### src/fieldbus_io_pkg.sv
// Purpose: Shared constants and types for the slave I/O connection block
// Assumes: APB register bus, 32-bit data, one word per register
// Notes: Connection index 0 is instance 2, 1 is bit-strobe, 2 is instance 4
package fieldbus_io_pkg;
  localparam logic [31:0] REG_ALLOC = 32'h0000_0000;
  localparam logic [31:0] REG_RELEASE = 32'h0000_0004;
  localparam logic [31:0] REG_SEL = 32'h0000_0008;
  localparam logic [31:0] REG_CMD = 32'h0000_000c;
  localparam logic [31:0] REG_TRIG = 32'h0000_0010;
  localparam logic [31:0] REG_PSIZE = 32'h0000_0014;
  localparam logic [31:0] REG_CSIZE = 32'h0000_0018;
  localparam logic [31:0] REG_OUTID = 32'h0000_001c;
  localparam logic [31:0] REG_INID = 32'h0000_0020;
  localparam logic [31:0] REG_PROFILE = 32'h0000_0024;
  localparam logic [31:0] REG_STATE = 32'h0000_0028;
  localparam logic [31:0] REG_PATH = 32'h0000_002c;
  localparam int ALLOC_POLL = 1;
  localparam int ALLOC_STROBE = 2;
  localparam int ALLOC_COS = 4;
  localparam int ALLOC_CYC = 5;
  localparam int ALLOC_ACKSUP = 6;
  localparam int CMD_APPLY = 0;
  localparam int CMD_TMO = 4;
  localparam logic [1:0] CONN_INST2 = 2'h0;
  localparam logic [1:0] CONN_STROBE = 2'h1;
  localparam logic [1:0] CONN_INST4 = 2'h2;
  localparam logic [7:0] TRIG_CLASS0 = 8'h00;
  localparam logic [7:0] TRIG_CLASS2 = 8'h82;
  localparam logic [7:0] TRIG_CLASS3 = 8'h83;
  localparam logic [15:0] STROBE_MAX = 16'h0008;
  localparam logic [15:0] DEF_IO_SIZE = 16'h0008;
  localparam logic [15:0] ZERO_SIZE = 16'h0000;
  localparam logic [7:0] PROFILE_VAL = 8'h01;
  localparam logic [7:0] ACK_HANDLER_INST = 8'h01;
  localparam logic [7:0] ACK_HANDLER_CLASS = 8'h2b;
  localparam int DATA_W = 64;
  typedef enum logic [1:0] {
    ST_NONEX = 2'h0,
    ST_CONFIG = 2'h1,
    ST_ESTAB = 2'h3,
    ST_TIMEOUT = 2'h2
  } connState_t;
  typedef enum logic [1:0] {
    MODE_NONE = 2'h0,
    MODE_POLL = 2'h1,
    MODE_COS_ACK = 2'h3,
    MODE_COS_UNACK = 2'h2
  } inst2Mode_t;
  typedef struct packed {
    logic valid;
    logic [1:0] target;
    logic [3:0] len;
    logic [DATA_W-1:0] data;
  } rxFrame_t;
  typedef struct packed {
    logic valid;
    logic [1:0] conn;
    logic [15:0] len;
  } txReq_t;
  typedef struct packed {
    logic idle;
    logic run;
    logic trigger;
    logic strobeBit;
    logic ackSeen;
  } appEvt_t;
endpackage

### src/fieldbus_slave_io_connections.sv
// Purpose: Slave side of the predefined master/slave I/O connections
// Assumes: Frames arrive decoded from a CAN controller on the same clock
// Notes: Registers reached over APB; node address strap is synchronised
// How it works
// - Trigger writes accept only 82 or 83 hex
// - Bit-strobe produced size never above eight
// - Sizes writable configuring; identifiers, profile read-only
// - Strobe command carries 64 bits, one per node
// - Strobe commands ignored until connection allocated
// - Empty strobe is idle, else run event
// - Strobe response returns at most eight bytes
// - One class 2/3 server receives and answers strobe
// - Poll command carries up to 65535 bytes
// - Poll commands ignored until connection allocated
// - Empty poll is idle, else run event
// - Poll response returns up to 65535 bytes
// - Instance 2 inbound data, instance 4 outbound
// - Instance 4 consumes into ack handler one
// - Cyclic-only allocation creates instance 4, and instance 2 when HAS_OUTPUT is set
// - Poll-only allocation: instance 2 consumes output
// - Poll with cyclic: instance 2 stays poll
// - Ack suppression makes class 0 producers
module fieldbus_slave_io_connections #(
  parameter int NODE_W = 6,
  parameter bit HAS_OUTPUT = 1'b1
) (
  input wire logic clk,
  input wire logic rst_b,
  input wire logic clkEn,
  input wire logic psel,
  input wire logic penable,
  input wire logic pwrite,
  input wire logic [31:0] paddr,
  input wire logic [31:0] pwdata,
  output logic pready,
  output logic [31:0] prdata,
  output logic pslverr,
  input wire logic [NODE_W-1:0] nodeAddrPin,
  input wire fieldbus_io_pkg::rxFrame_t rxIn,
  output fieldbus_io_pkg::txReq_t txOut,
  output fieldbus_io_pkg::appEvt_t appEvt,
  output logic [fieldbus_io_pkg::DATA_W-1:0] outData
);
  import fieldbus_io_pkg::*;

  if (NODE_W < 1 || NODE_W > 6)
  begin : g_bad_width
    $error("NODE_W must lie between 1 and 6");
  end

  logic rstMeta;
  logic rstSync;
  logic preadyReg;
  logic pslverrReg;
  logic [31:0] prdataReg;
  logic [7:0] allocReg;
  logic [1:0] selReg;
  logic [NODE_W-1:0] addrS1;
  logic [NODE_W-1:0] addrS2;
  logic [NODE_W-1:0] addrS3;
  logic [NODE_W-1:0] macIdReg;
  connState_t stateReg [3];
  logic [7:0] trigReg [3];
  logic [15:0] psizeReg [3];
  logic [15:0] csizeReg [3];
  logic [7:0] defTrig [3];
  logic [15:0] defP [3];
  logic [15:0] defC [3];
  logic [2:0] existVec;
  inst2Mode_t inst2Mode;
  logic ackSup;
  logic cyclicReq;
  logic accessNew;
  logic wrOk;
  logic selOk;
  logic [1:0] cIdx;
  logic [31:0] rdData;
  logic errCalc;
  txReq_t txReg;
  appEvt_t evtReg;
  logic [DATA_W-1:0] outDataReg;

  // Reset release through two flops
  always_ff @(posedge clk or negedge rst_b)
  begin
    if (!rst_b)
    begin
      rstMeta <= 1'b0;
      rstSync <= 1'b0;
    end
    else
    begin
      rstMeta <= 1'b1;
      rstSync <= rstMeta;
    end
  end

  // Node address strap, accepted per bit when stages agree
  always_ff @(posedge clk or negedge rstSync)
  begin
    if (!rstSync)
    begin
      addrS1 <= '0;
      addrS2 <= '0;
      addrS3 <= '0;
      macIdReg <= '0;
    end
    else if (clkEn)
    begin
      addrS1 <= nodeAddrPin;
      addrS2 <= addrS1;
      addrS3 <= addrS2;
      macIdReg <= (addrS2 & addrS3) | (macIdReg & (addrS2 ^ addrS3));
    end
  end

  // Allocation decode
  always_comb
  begin
    ackSup = allocReg[ALLOC_ACKSUP];
    cyclicReq = allocReg[ALLOC_COS] | allocReg[ALLOC_CYC];
    existVec[0] = allocReg[ALLOC_POLL] | (HAS_OUTPUT & cyclicReq);
    existVec[1] = allocReg[ALLOC_STROBE];
    existVec[2] = cyclicReq;
    if (allocReg[ALLOC_POLL])
      inst2Mode = MODE_POLL;
    else if (cyclicReq && ackSup)
      inst2Mode = MODE_COS_UNACK;
    else if (cyclicReq)
      inst2Mode = MODE_COS_ACK;
    else
      inst2Mode = MODE_NONE;
    defTrig[0] = (inst2Mode == MODE_COS_UNACK) ? TRIG_CLASS0 :
      (inst2Mode == MODE_COS_ACK) ? TRIG_CLASS3 : TRIG_CLASS2;
    defP[0] = (inst2Mode == MODE_POLL) ? DEF_IO_SIZE : ZERO_SIZE;
    defC[0] = DEF_IO_SIZE;
    defTrig[1] = TRIG_CLASS2;
    defP[1] = STROBE_MAX;
    defC[1] = STROBE_MAX;
    defTrig[2] = ackSup ? TRIG_CLASS0 : TRIG_CLASS3;
    defP[2] = DEF_IO_SIZE;
    defC[2] = ZERO_SIZE;
  end

  assign accessNew = psel & penable & ~preadyReg;
  assign wrOk = psel & penable & preadyReg & pwrite & ~pslverrReg;
  assign selOk = (selReg != 2'h3);
  assign cIdx = selOk ? selReg : 2'h0;

  // Read data and refusal decode
  always_comb
  begin
    rdData = '0;
    errCalc = 1'b0;
    case (paddr)
      REG_ALLOC:
        rdData = {24'h0, allocReg};
      REG_RELEASE, REG_CMD:
        rdData = '0;
      REG_SEL:
        rdData = {30'h0, selReg};
      REG_TRIG:
      begin
        rdData = {24'h0, trigReg[cIdx]};
        errCalc = !selOk || (pwrite && (stateReg[cIdx] != ST_CONFIG ||
          (pwdata[7:0] != TRIG_CLASS2 && pwdata[7:0] != TRIG_CLASS3)));
      end
      REG_PSIZE:
      begin
        rdData = {16'h0, psizeReg[cIdx]};
        errCalc = !selOk || (pwrite && (stateReg[cIdx] != ST_CONFIG ||
          (cIdx == CONN_STROBE && pwdata[15:0] > STROBE_MAX)));
      end
      REG_CSIZE:
      begin
        rdData = {16'h0, csizeReg[cIdx]};
        errCalc = !selOk || (pwrite && stateReg[cIdx] != ST_CONFIG);
      end
      REG_OUTID:
      begin
        rdData = {21'h0, 2'h1, cIdx, 1'b0, 6'(macIdReg)};
        errCalc = !selOk || pwrite;
      end
      REG_INID:
      begin
        rdData = {21'h0, 2'h2, 6'(macIdReg), 1'b1, cIdx};
        errCalc = !selOk || pwrite;
      end
      REG_PROFILE:
      begin
        rdData = {24'h0, PROFILE_VAL};
        errCalc = !selOk || pwrite;
      end
      REG_STATE:
      begin
        rdData = {24'h0, inst2Mode, stateReg[2], stateReg[1], stateReg[0]};
        errCalc = pwrite;
      end
      REG_PATH:
      begin
        rdData = {16'h0, ACK_HANDLER_CLASS, ACK_HANDLER_INST};
        errCalc = pwrite;
      end
      default:
        errCalc = 1'b1;
    endcase
  end

  // APB answer, one wait state
  always_ff @(posedge clk or negedge rstSync)
  begin
    if (!rstSync)
    begin
      preadyReg <= 1'b0;
      pslverrReg <= 1'b0;
      prdataReg <= '0;
    end
    else if (clkEn)
    begin
      if (accessNew)
      begin
        preadyReg <= 1'b1;
        pslverrReg <= errCalc;
        prdataReg <= errCalc ? 32'h0 : rdData;
      end
      else
      begin
        preadyReg <= 1'b0;
        pslverrReg <= 1'b0;
      end
    end
  end

  // Allocation bits and attribute selector
  always_ff @(posedge clk or negedge rstSync)
  begin
    if (!rstSync)
    begin
      allocReg <= '0;
      selReg <= '0;
    end
    else if (clkEn && wrOk)
    begin
      if (paddr == REG_ALLOC)
        allocReg <= allocReg | pwdata[7:0];
      if (paddr == REG_RELEASE)
        allocReg <= allocReg & ~pwdata[7:0];
      if (paddr == REG_SEL)
        selReg <= pwdata[1:0];
    end
  end

  // Per-connection state and attributes
  for (genvar k = 0; k < 3; k++)
  begin : g_conn
    always_ff @(posedge clk or negedge rstSync)
    begin
      if (!rstSync)
      begin
        stateReg[k] <= ST_NONEX;
        trigReg[k] <= '0;
        psizeReg[k] <= '0;
        csizeReg[k] <= '0;
      end
      else if (clkEn)
      begin
        if (!existVec[k])
          stateReg[k] <= ST_NONEX;
        else if (stateReg[k] == ST_NONEX)
        begin
          stateReg[k] <= ST_CONFIG;
          trigReg[k] <= defTrig[k];
          psizeReg[k] <= defP[k];
          csizeReg[k] <= defC[k];
        end
        else
        begin
          if (wrOk && cIdx == 2'(k))
          begin
            if (paddr == REG_TRIG)
              trigReg[k] <= pwdata[7:0];
            if (paddr == REG_PSIZE)
              psizeReg[k] <= pwdata[15:0];
            if (paddr == REG_CSIZE)
              csizeReg[k] <= pwdata[15:0];
          end
          if (wrOk && paddr == REG_CMD)
          begin
            if (pwdata[CMD_APPLY+k] && stateReg[k] == ST_CONFIG)
              stateReg[k] <= ST_ESTAB;
            if (pwdata[CMD_TMO+k] && stateReg[k] == ST_ESTAB)
              stateReg[k] <= ST_TIMEOUT;
          end
        end
      end
    end

  end

  // Received commands, events and response requests
  always_ff @(posedge clk or negedge rstSync)
  begin
    if (!rstSync)
    begin
      evtReg <= '0;
      txReg <= '0;
      outDataReg <= '0;
    end
    else if (clkEn)
    begin
      evtReg.idle <= 1'b0;
      evtReg.run <= 1'b0;
      evtReg.trigger <= 1'b0;
      evtReg.ackSeen <= 1'b0;
      txReg.valid <= 1'b0;
      if (rxIn.valid)
      begin
        case (rxIn.target)
          CONN_STROBE:
            if (stateReg[1] != ST_NONEX)
            begin
              evtReg.idle <= (rxIn.len == 4'h0);
              evtReg.run <= (rxIn.len != 4'h0);
              evtReg.trigger <= 1'b1;
              evtReg.strobeBit <= rxIn.data[macIdReg];
              txReg <= '{valid: 1'b1, conn: CONN_STROBE, len: psizeReg[1]};
            end
          CONN_INST2:
            if (stateReg[0] != ST_NONEX && inst2Mode != MODE_NONE)
            begin
              evtReg.idle <= (rxIn.len == 4'h0);
              evtReg.run <= (rxIn.len != 4'h0);
              evtReg.trigger <= 1'b1;
              outDataReg <= rxIn.data;
              if (inst2Mode != MODE_COS_UNACK)
                txReg <= '{valid: 1'b1, conn: CONN_INST2, len: psizeReg[0]};
            end
          CONN_INST4:
            if (stateReg[2] != ST_NONEX && !ackSup)
              evtReg.ackSeen <= 1'b1;
          default:
            evtReg.trigger <= 1'b0;
        endcase
      end
    end
  end

  assign pready = preadyReg;
  assign pslverr = pslverrReg;
  assign prdata = prdataReg;
  assign txOut = txReg;
  assign appEvt = evtReg;
  assign outData = outDataReg;
endmodule

### config.mk
export PLATFORM = sky130hd
export DESIGN_NAME = fieldbus_slave_io_connections
export DESIGN_NICKNAME = d
export VERILOG_FILES = /design/src/fieldbus_io_pkg.sv /design/src/fieldbus_slave_io_connections.sv
export SDC_FILE = /design/constraint.sdc
export NUM_CORES = 1
export LEC_CHECK = 0
export BUFFER_PORTS_ARGS = -buffer_cell sky130_fd_sc_hd__buf_2
export CAP_MARGIN = 5
export CORE_UTILIZATION = 25
export CTS_CLUSTER_SIZE = 30
export DETAILED_ROUTE_END_ITERATION = 16
export HOLD_SLACK_MARGIN = 0.12
export MAX_ROUTING_LAYER = met4
export SETUP_SLACK_MARGIN = 0.4
export SYNTH_ARGS = -nofsm -noshare
export SYNTH_HDL_FRONTEND = slang
export SYNTH_SLANG_ARGS = --single-unit
### constraint.sdc
create_clock -name clk -period 20.2 [get_ports clk]
set_clock_uncertainty 0.1 [all_clocks]
set_input_delay 0 -clock clk [delete_from_list [all_inputs] [get_ports clk]]
set_output_delay 0 -clock clk [all_outputs]
set_load 0.02 [all_outputs]
==> results of run 1 <==
-- state kept, by name, indices dropped and copies added, names as in the netlist, 5 cells and up --
register	cells
txOut	18
macIdReg	6
addrS2	6
addrS3	6
psizeReg	48
stateReg	6
prdata	16
addrS1	6
outData	64
appEvt	5
allocReg	8
csizeReg	48
trigReg	24
-- area by class of cell --
type | instances | area [sq um] | area share
flip-flops and latches | 267 | 6685 | 0.3820
multi-input cells | 840 | 5659 | 0.3234
repair buffers | 446 | 3243 | 0.1853
well taps | 672 | 840.8 | 0.04805
clock buffers | 40 | 837.1 | 0.04783
clock inverters | 12 | 175.2 | 0.01001
inverters | 15 | 56.30 | 0.003218
diodes | 1 | 2.502 | 0.0001430
-- kinds of logic (layout without fill, tap and decap cells) --
logic type	Yosys count	in the layout	share of synthesized area
and+or+nand+nor	348	348	0.1246
AOI/OAI and AO/OA	318	318	0.1603
DFF	267	267	0.5233
muxes	147	147	0.1406
buffers and inverters	121	513	0.04174
adders and majority gates	9	9	0.008819
other	2	19	0.0005882
-- routing by layer --
metal	share of wire	global-route usage	vias to the layer above
met1	0.43	0.2363	5627
met4	0.041	0.06879	0
li1	-	-	5168
met5	0	-	-
met3	0.073	0.03113	104
met2	0.46	0.2763	501
-- final timing paths --
kind | startpoint | cells after the start | end | slack, ps
max reg2reg | selReg[0] | 9 | prdata[5] | 16920
max in group asynchronous | rstSync | 2 | prdata[8] | 17630
max | paddr[31] | 11 | allocReg[2] | 16460
min reg2reg | rstSync | 0 | appEvt[0] | 190
min | rxIn[60] | 3 | outData[60] | 140
min in group asynchronous | rst_b | 3 | rstSync | 180
-- where the power goes --
group | internal [uW] | switching [uW] | total [uW]
logic | 79.9 | 75.4 | 155
registers | 547 | 28.8 | 576
clock network | 340 | 231 | 571
total | 967 | 336 | 1300
-- what timing repair did --
action                                  4_1_cts  5_1_grt
hold buffers                                188        0
endpoints found under the hold margin       267        0
endpoints found under the setup margin        0        0
-- cell usage after synthesis (all sizes together), types with 5 or more instances --
cell    number  area (sq um)
nor3        12         60.06
a31oi       12         75.07
buf         28         183.9
nand4        7         43.79
nand2      210         788.3
and3        17         106.4
a21oi       24         120.1
nand3b      10         75.07
clkbuf      78         292.8
ha           9         112.6
mux2        89          1002
mux4        17         382.9
o22ai       18         112.6
o22a         6         52.55
nor2        35         131.4
or3          5         36.28
or2          5         31.28
nor4        25         162.6
a221o       19         190.2
dfrtp      267          6681
a211oi       8         60.06
inv         14         52.55
mux2i       41         410.4
a22oi       22         178.9
o21ai      161         839.6
-- per-stage QoR --
step             util  setup slack (ps)  std cells  area (sq um)
2_1_floorplan       -             12110       1228         12830
3_3_place_gp   0.2905             17120       2052         14600
3_5_place_dp   0.2905             17070       2052         14600
4_1_cts        0.3480             16610       2292         17500
5_1_grt        0.3481             16370       2293         17500
6_report       0.3481             16460       2293         17500
-- worst max-delay path, cell delays in order --
cell and delay (ps):
dlygate4sd3_1 540, buf_2 120, nor4_1 530, dlygate4sd3_1 670, nand3_1 170, or2_1 400
nor4_2 640, buf_4 290, a21oi_1 70, a31oi_1 150, dlygate4sd3_1 560
==> metrics.yaml, run 1 <==
detailed_routing:
  wl_per_cell_microns: 20.04
  vias: 11400
  drtAntennaViolNets: 0
  via_per_inst: 4.972
  drt_drc_violations_left: 0
  dr.pass1.iters: 6
  detail_route.iter0.violations: 1104
  wl_microns: 45950
timing:
  slew_headroom: 0.2199
  finalHoldViolCount: 0
  slew_violations: 0
  fin_hold_ws_ps: 139.4
  tightestPinTransition_ps: 1170
  clock.fmax_mhz: 267.1
  finalSetupViolations: 0
  timing.final.crit_share: 0.1853
  rsz0062_at_grt: "false"
  setup_tns_ps: 0
  period_needed_ps: 3743
floorplanning:
  die_area_sq_um: 51980
  row_count: 82
  ios: 269
  core_area_sq_um: 50270
  die_w_microns: 228.0
  die_h_microns: 228.0
  start_util: 0.2540
placed_design:
  gp_congestion: 0.9320
  dp_hpwl_microns: 29610
  portBuffers: 235
setup_path:
  arrival_ps: 4150
  end_kind: "flop"
  crit_type: "primary input to flop"
  worst-path-max-fanout: 10
  crit_required_ps: 20610
  cp-start-kind: "primary input"
clock_tree:
  tritoncts: "built"
  cts_buffer_depth: 3
  cts_sinks: 267
  post_cts_resized: 0
  cts_root_buf: "clkbuf_16"
  postCtsSetupRepairBufs: 0
  cts.clk_slew.worst_paths_ps: 70
  cts_buffers: 29
  h-tree-depth: 1
  worst_skew_pair.late_latency_ps: 570
power_and_ir_drop:
  power_density_nw_per_um2: 74.44
  power_leakage_uw: 0.007772
  finalPower_uw: 1303
  peakVddDrop_mv: 0.06473
final_layout:
  syn_to_final_growth_pct: 37.05
  fillers: 5057
  layout_commonest_cell: "dfrtp_1"
  nNetsFinal: 1755
  layout_common_cells: "dfrtp_1 (266), buf_2 (235), nand2_1 (210)"
  drive_above_1_share: 0.2698
synthesis:
  synth_area_per_cell_sq_um: 10.54
  synth_cell_types: 67
  ys_ff_latch: 267
  synth_ff_type: "dfrtp_1"
  synth_edf_count: 0
  syn_inst: 1212
  syn_area_sq_um: 12770
  async_flop_share: 1.000
  yosysSeqAreaShare: 0.5233
  yosysWarnings: 0
grt:
  grt_overflow: 0
  grt_pass1_vias: 11698
  grt_use_total: 0.1800
  antenna_found_initial: 1
  grt_max_degree: 165
  grt_pass1_wl_microns: 70690
run:
  maxCapViolations: 0
hold_path:
  hold_path.class: "primary input to flop"
status:
  status: "completed"
Power figures use the tool's default switching activity.
==> run 2, diff against run 1 <==
- clock period: 20.2 -> 3.1 ns (I/O delays scaled with it)
==> run 2 against run 1 <==
Non-clock buffer count rose by 88; sequential power increased to 6.5 times the previous value; cell count rose by 4.0%; sequential share of layout area is 2.2 points lower; first-iteration DRC count increased by 13%; wire length rose by 5.8%; count of clock-buffer cells in the layout decreased by 3; final area grew 6.2%; clock power grew to 7.3 times the previous value; critical endpoint is now prdata[5]; largest cell class unchanged.
==> metrics.yaml, run 2 (same netlist as run 1, synthesis figures left out) <==
status:
  status: "completed"
setup_path:
  end_kind: "flop"
  crit_path_start: "selReg[0]"
  cp-start-kind: "flop"
  crit_path_cell_trace: "inv_1 > ha_4 > buf_12 > mux2i_1 > o22a_1 > o22ai_1 > a211oi_1 > o221ai_1 > a22o_1"
  max_stage_delay_ps: 410
  worstReg2RegStart: "selReg[0]"
  arrival_ps: 2970
  r2r_setup_slack_ps: 490
  crit_type: "flop to flop"
  slowest_stage: "dfrtp_1"
  worst-path-max-fanout: 14
  crit_required_ps: 3460
detailed_routing:
  detail_route.iter0.violations: 1250
  wl_per_cell_microns: 20.39
  via_per_inst: 5.010
  wl_microns: 48630
  drt_drc_violations_left: 0
  vias: 11950
  dr.pass1.iters: 6
  drtAntennaViolNets: 0
timing:
  setup_ws_ps: 489.5
  finalHoldViolCount: 0
  slew_violations: 0
  rsz0062_at_grt: "true"
  finalSetupViolations: 0
  setup_tns_ps: 0
  tightestPinTransition_ps: 1055
  clock.fmax_mhz: 383.1
  slew_headroom: 0.2919
  period_needed_ps: 2611
  timing.final.crit_share: 0.8421
floorplanning:
  die_w_microns: 228.0
  ios: 269
  start_util: 0.2540
  die_area_sq_um: 51980
  row_count: 82
  core_area_sq_um: 50270
  die_h_microns: 228.0
final_layout:
  fillers: 4908
  multi_input_area_sq_um: 5710
  syn_to_final_growth_pct: 45.52
  nNetsFinal: 1844
  largest_reg_flops: 64
  layout_commonest_cell: "dfrtp_1"
  seqCellArea_sq_um: 6686
  drive_above_1_share: 0.2813
  layoutNonFillerInstCount: 2385
  layout_common_cells: "dfrtp_1 (265), dlygate4sd3_1 (245), buf_2 (234)"
grt:
  grt_pass1_vias: 12255
  grt_max_degree: 71
  grt_overflow: 0
  antenna_found_initial: 2
  grt_use_total: 0.1884
  grt_pass1_wl_microns: 73680
clock_tree:
  cts_root_buf: "clkbuf_16"
  cts_buffer_depth: 3
  cts_buffers: 30
  tritoncts: "built"
  h-tree-depth: 1
  cts_sinks: 267
  worst_skew_pair.late_latency_ps: 570
  cts.clk_slew.worst_paths_ps: 60
power_and_ir_drop:
  power_density_nw_per_um2: 482.7
  seqPwrFrac: 0.419
  peakVddDrop_mv: 0.4613
  power_leakage_uw: 0.008435
  p_sw_uw: 2266
  switching_share: 0.2526
  clkPwrFrac: 0.462
  intPower_uw: 6703
  combPwrFrac: 0.119
hold_path:
  hold_path.class: "primary input to flop"
  min_from: "paddr[22]"
placed_design:
  portBuffers: 235
  dp_hpwl_microns: 31020
  dp.cells: 2078
  preCtsSetupSlack_ps: 296.5
  gp_congestion: 0.9900
run:
  maxCapViolations: 0
## run 2: timing repair
item,in CTS,in global routing
hold buffers,245,0
setup endpoints to repair,6,96
resized for setup,1,14
gates cloned,0,1
endpoints found under the hold margin,247,0
buffers inserted,0,4
pin swaps,0,2
## run 2: power by group through the flow
| stage | registers, uW | clock network (uW) | logic (uW) |
|---|---|---|---|
| after detailed placement | 3820 | 0 | 853 |
| after global placement | 3810 | 0 | 842 |
| after global routing | 3770 | 4340 | 1150 |
| after floorplan | 3750 | 0 | 520 |
| after CTS | 3760 | 4170 | 1050 |
| final | 3760 | 4140 | 1070 |
## run 2: final cells by class
type / count / share of cell area
tap: 672 / 0.04525
antenna: 3 / 0.0004040
clock buffer: 37 / 0.04512
inverter: 15 / 0.003030
clock inverter: 17 / 0.01616
sequential: 267 / 0.3599
multi-input combinational: 840 / 0.3073
timing repair buffer: 534 / 0.2228
## run 2: worst max-delay path: cells and delay by family (launching register included)
family | cells | cell delay, ps
mux | 1 | 180
fa+ha+maj | 1 | 310
compound gates | 5 | 1130
flops | 1 | 410
buf+inv | 2 | 340
## run 2: through the flow
stage | util | hold slack (ps) | instance area (sq um) | total power (uW)
after floorplan | - | -395.6 | 12830 | 4267
after global placement | 0.2957 | -313.6 | 14860 | 4656
after detailed placement | 0.2957 | -313.2 | 14860 | 4674
after CTS | 0.3673 | 133.8 | 18470 | 8975
after global routing | 0.3695 | 168.8 | 18580 | 9258
final | 0.3696 | 154.2 | 18580 | 8969
## run 2: final timing paths
kind                               endpoint  cells after the start
worst max-delay path              prdata[5]                      9
worst min-delay path                pslverr                      7
worst max register to register    prdata[5]                      9
worst min register to register    addrS1[4]                      0
max in group asynchronous       outData[25]                      1
min in group asynchronous           rstSync                      3
## run 2: layer usage
layer,vias to the layer above,share of wire,track usage
met5,-,0,-
met4,0,0.036,0.06648
met3,108,0.081,0.04063
met2,596,0.47,0.2975
met1,5904,0.41,0.2374
li1,5342,-,-
==> run 3, diff against run 2 <==
- clock period: 3.1 -> 2.09 ns (I/O delays scaled with it)
==> run 3 against run 2 <==
The flow now finishes with violations (setup timing); register-to-register slack worse by 760 ps; largest power group is now registers; first-iteration DRC count down 7.4%; fmax increased by 10%; critical endpoint is now prdata[0]; cell count is 3.6% higher; die area unchanged.
==> metrics.yaml, run 3 (same netlist as run 1, synthesis figures left out) <==
floorplanning:
  row_count: 82
  start_util: 0.2540
  die_area_sq_um: 51980
  ios: 269
  core_area_sq_um: 50270
  die_w_microns: 228.0
  die_h_microns: 228.0
power_and_ir_drop:
  power_density_nw_per_um2: 624.1
  power_leakage_uw: 0.009130
  peakVddDrop_mv: 0.6636
final_layout:
  seqCellArea_sq_um: 6686
  layout_common_cells: "dfrtp_1 (265), buf_2 (235), nand2_1 (186)"
  largest_reg_flops: 64
  multi_input_area_sq_um: 6543
  fillers: 4745
  nNetsFinal: 1925
  drive_above_1_share: 0.4063
  layout_commonest_cell: "dfrtp_1"
  syn_to_final_growth_pct: 60.24
hold_path:
  hold_path.class: "flop to async pin"
setup_path:
  reg2reg_to: "prdata[0]"
  max_stage_delay_ps: 480
  r2r_cells: 7
  r2r_setup_slack_ps: -270
  crit_path_cell_trace: "ha_4 > nor3b_4 > a311oi_2 > a2111oi_2 > o2111ai_2 > or3_4 > o21ai_1"
  worst-path-buf-inv: 0
  end_kind: "flop"
  slowest_stage: "or3_4"
  arrival_ps: 2750
  critPathTopFamily: "compound AO/OA/AOI/OAI gates"
  worstReg2RegStart: "selReg[1]"
  worst-path-max-fanout: 12
  crit_required_ps: 2480
  crit_type: "flop to flop"
  cp-start-kind: "flop"
placed_design:
  dp_hpwl_microns: 33850
  portBuffers: 235
  gp_congestion: 0.9105
clock_tree:
  tritoncts: "built"
  worst_skew_pair.late_latency_ps: 580
  cts_buffer_depth: 3
  h-tree-depth: 1
  cts_sinks: 267
  cts_root_buf: "clkbuf_16"
  cts.clk_slew.worst_paths_ps: 70
  cts_buffers: 30
detailed_routing:
  drtAntennaViolNets: 0
  detail_route.iter0.violations: 1157
  wl_microns: 53600
  dr.pass1.iters: 5
  via_per_inst: 5.095
  wl_per_cell_microns: 21.70
  drt_drc_violations_left: 0
  vias: 12585
timing:
  rsz0062_at_grt: "true"
  finalSetupViolations: 33
  finalHoldViolCount: 0
  setup_tns_ps: -4267
  tightestPinTransition_ps: 599.9
  fin_hold_ws_ps: 114.0
  period_needed_ps: 2363
  slew_headroom: 0.5964
  setup_ws_ps: -272.9
  timing.final.crit_share: 1.131
  slew_violations: 0
  clock.fmax_mhz: 423.2
run:
  maxCapViolations: 0
grt:
  grt_max_degree: 60
  grt_pass1_wl_microns: 80050
  grt_overflow: 0
  grt_use_total: 0.2063
  grt_pass1_vias: 12737
  antenna_found_initial: 7
status:
  status: "finished with violations"
  violations: "setup timing"
run 3: stage by stage:
| stage | util | instance area [sq um] | std cells | total power, uW | setup WS [ps] |
|---|---|---|---|---|---|
| 2_1_floorplan | - | 13290 | 1228 | 6352 | -683.9 |
| 3_3_place_gp | 0.3185 | 16010 | 2168 | 7065 | -373.1 |
| 3_5_place_dp | 0.3185 | 16010 | 2168 | 7086 | -380.3 |
| 4_1_cts | 0.3967 | 19950 | 2443 | 12750 | -242.7 |
| 5_1_grt | 0.4070 | 20460 | 2470 | 13190 | -336.8 |
| 6_report | 0.4070 | 20460 | 2470 | 12770 | -272.9 |
run 3: worst max-delay path by stage:
| stage | startpoint | end | slack (ps) | depth (start not counted) |
|---|---|---|---|---|
| 5_1_grt | selReg[1] | prdata[0] | -340 | 7 |
| 6_report | selReg[1] | prdata[0] | -270 | 7 |
| 4_1_cts | selReg[1] | prdata[2] | -240 | 7 |
| 3_3_place_gp | pwdata[4] | prdata[2] | -370 | 7 |
| 3_5_place_dp | pwdata[4] | prdata[2] | -380 | 7 |
| 2_1_floorplan | rstSync | addrS1[0] | -680 | 0 |
run 3: cell type report:
type | count | share of cell area
antenna | 6 | 0.0007339
clock buffer | 43 | 0.04207
clock inverter | 12 | 0.006115
inverter | 15 | 0.002935
multi-input combinational | 840 | 0.3198
sequential | 267 | 0.3268
tap | 672 | 0.04110
timing repair buffer | 615 | 0.2605
run 3: what timing repair did:
action                     in CTS  in global routing
setup buffers                  36                 18
gates resized for setup       170                 92
pin swaps                      41                 27
hold endpoints to repair      267                  5
setup endpoints to repair     240                246
hold buffers                  168                  2
cloned                         16                  2
run 3: power breakdown:
group / switching, uW / internal (uW) / leakage (uW) / total [uW]
Combinational: 918 / 956 / 0.00500 / 1870
Clock: 2300 / 3110 / 0.000483 / 5410
Sequential: 195 / 5290 / 0.00365 / 5490
Total: 3410 / 9360 / 0.00913 / 12800
run 3: per-layer routing:
layer	global-route usage	vias to the layer above	routed length, microns
met2	0.3279	528	25420
met1	0.2678	6400	22680
met4	0.06921	0	2064
li1	-	5538	-
met5	-	-	0
met3	0.03188	119	3438
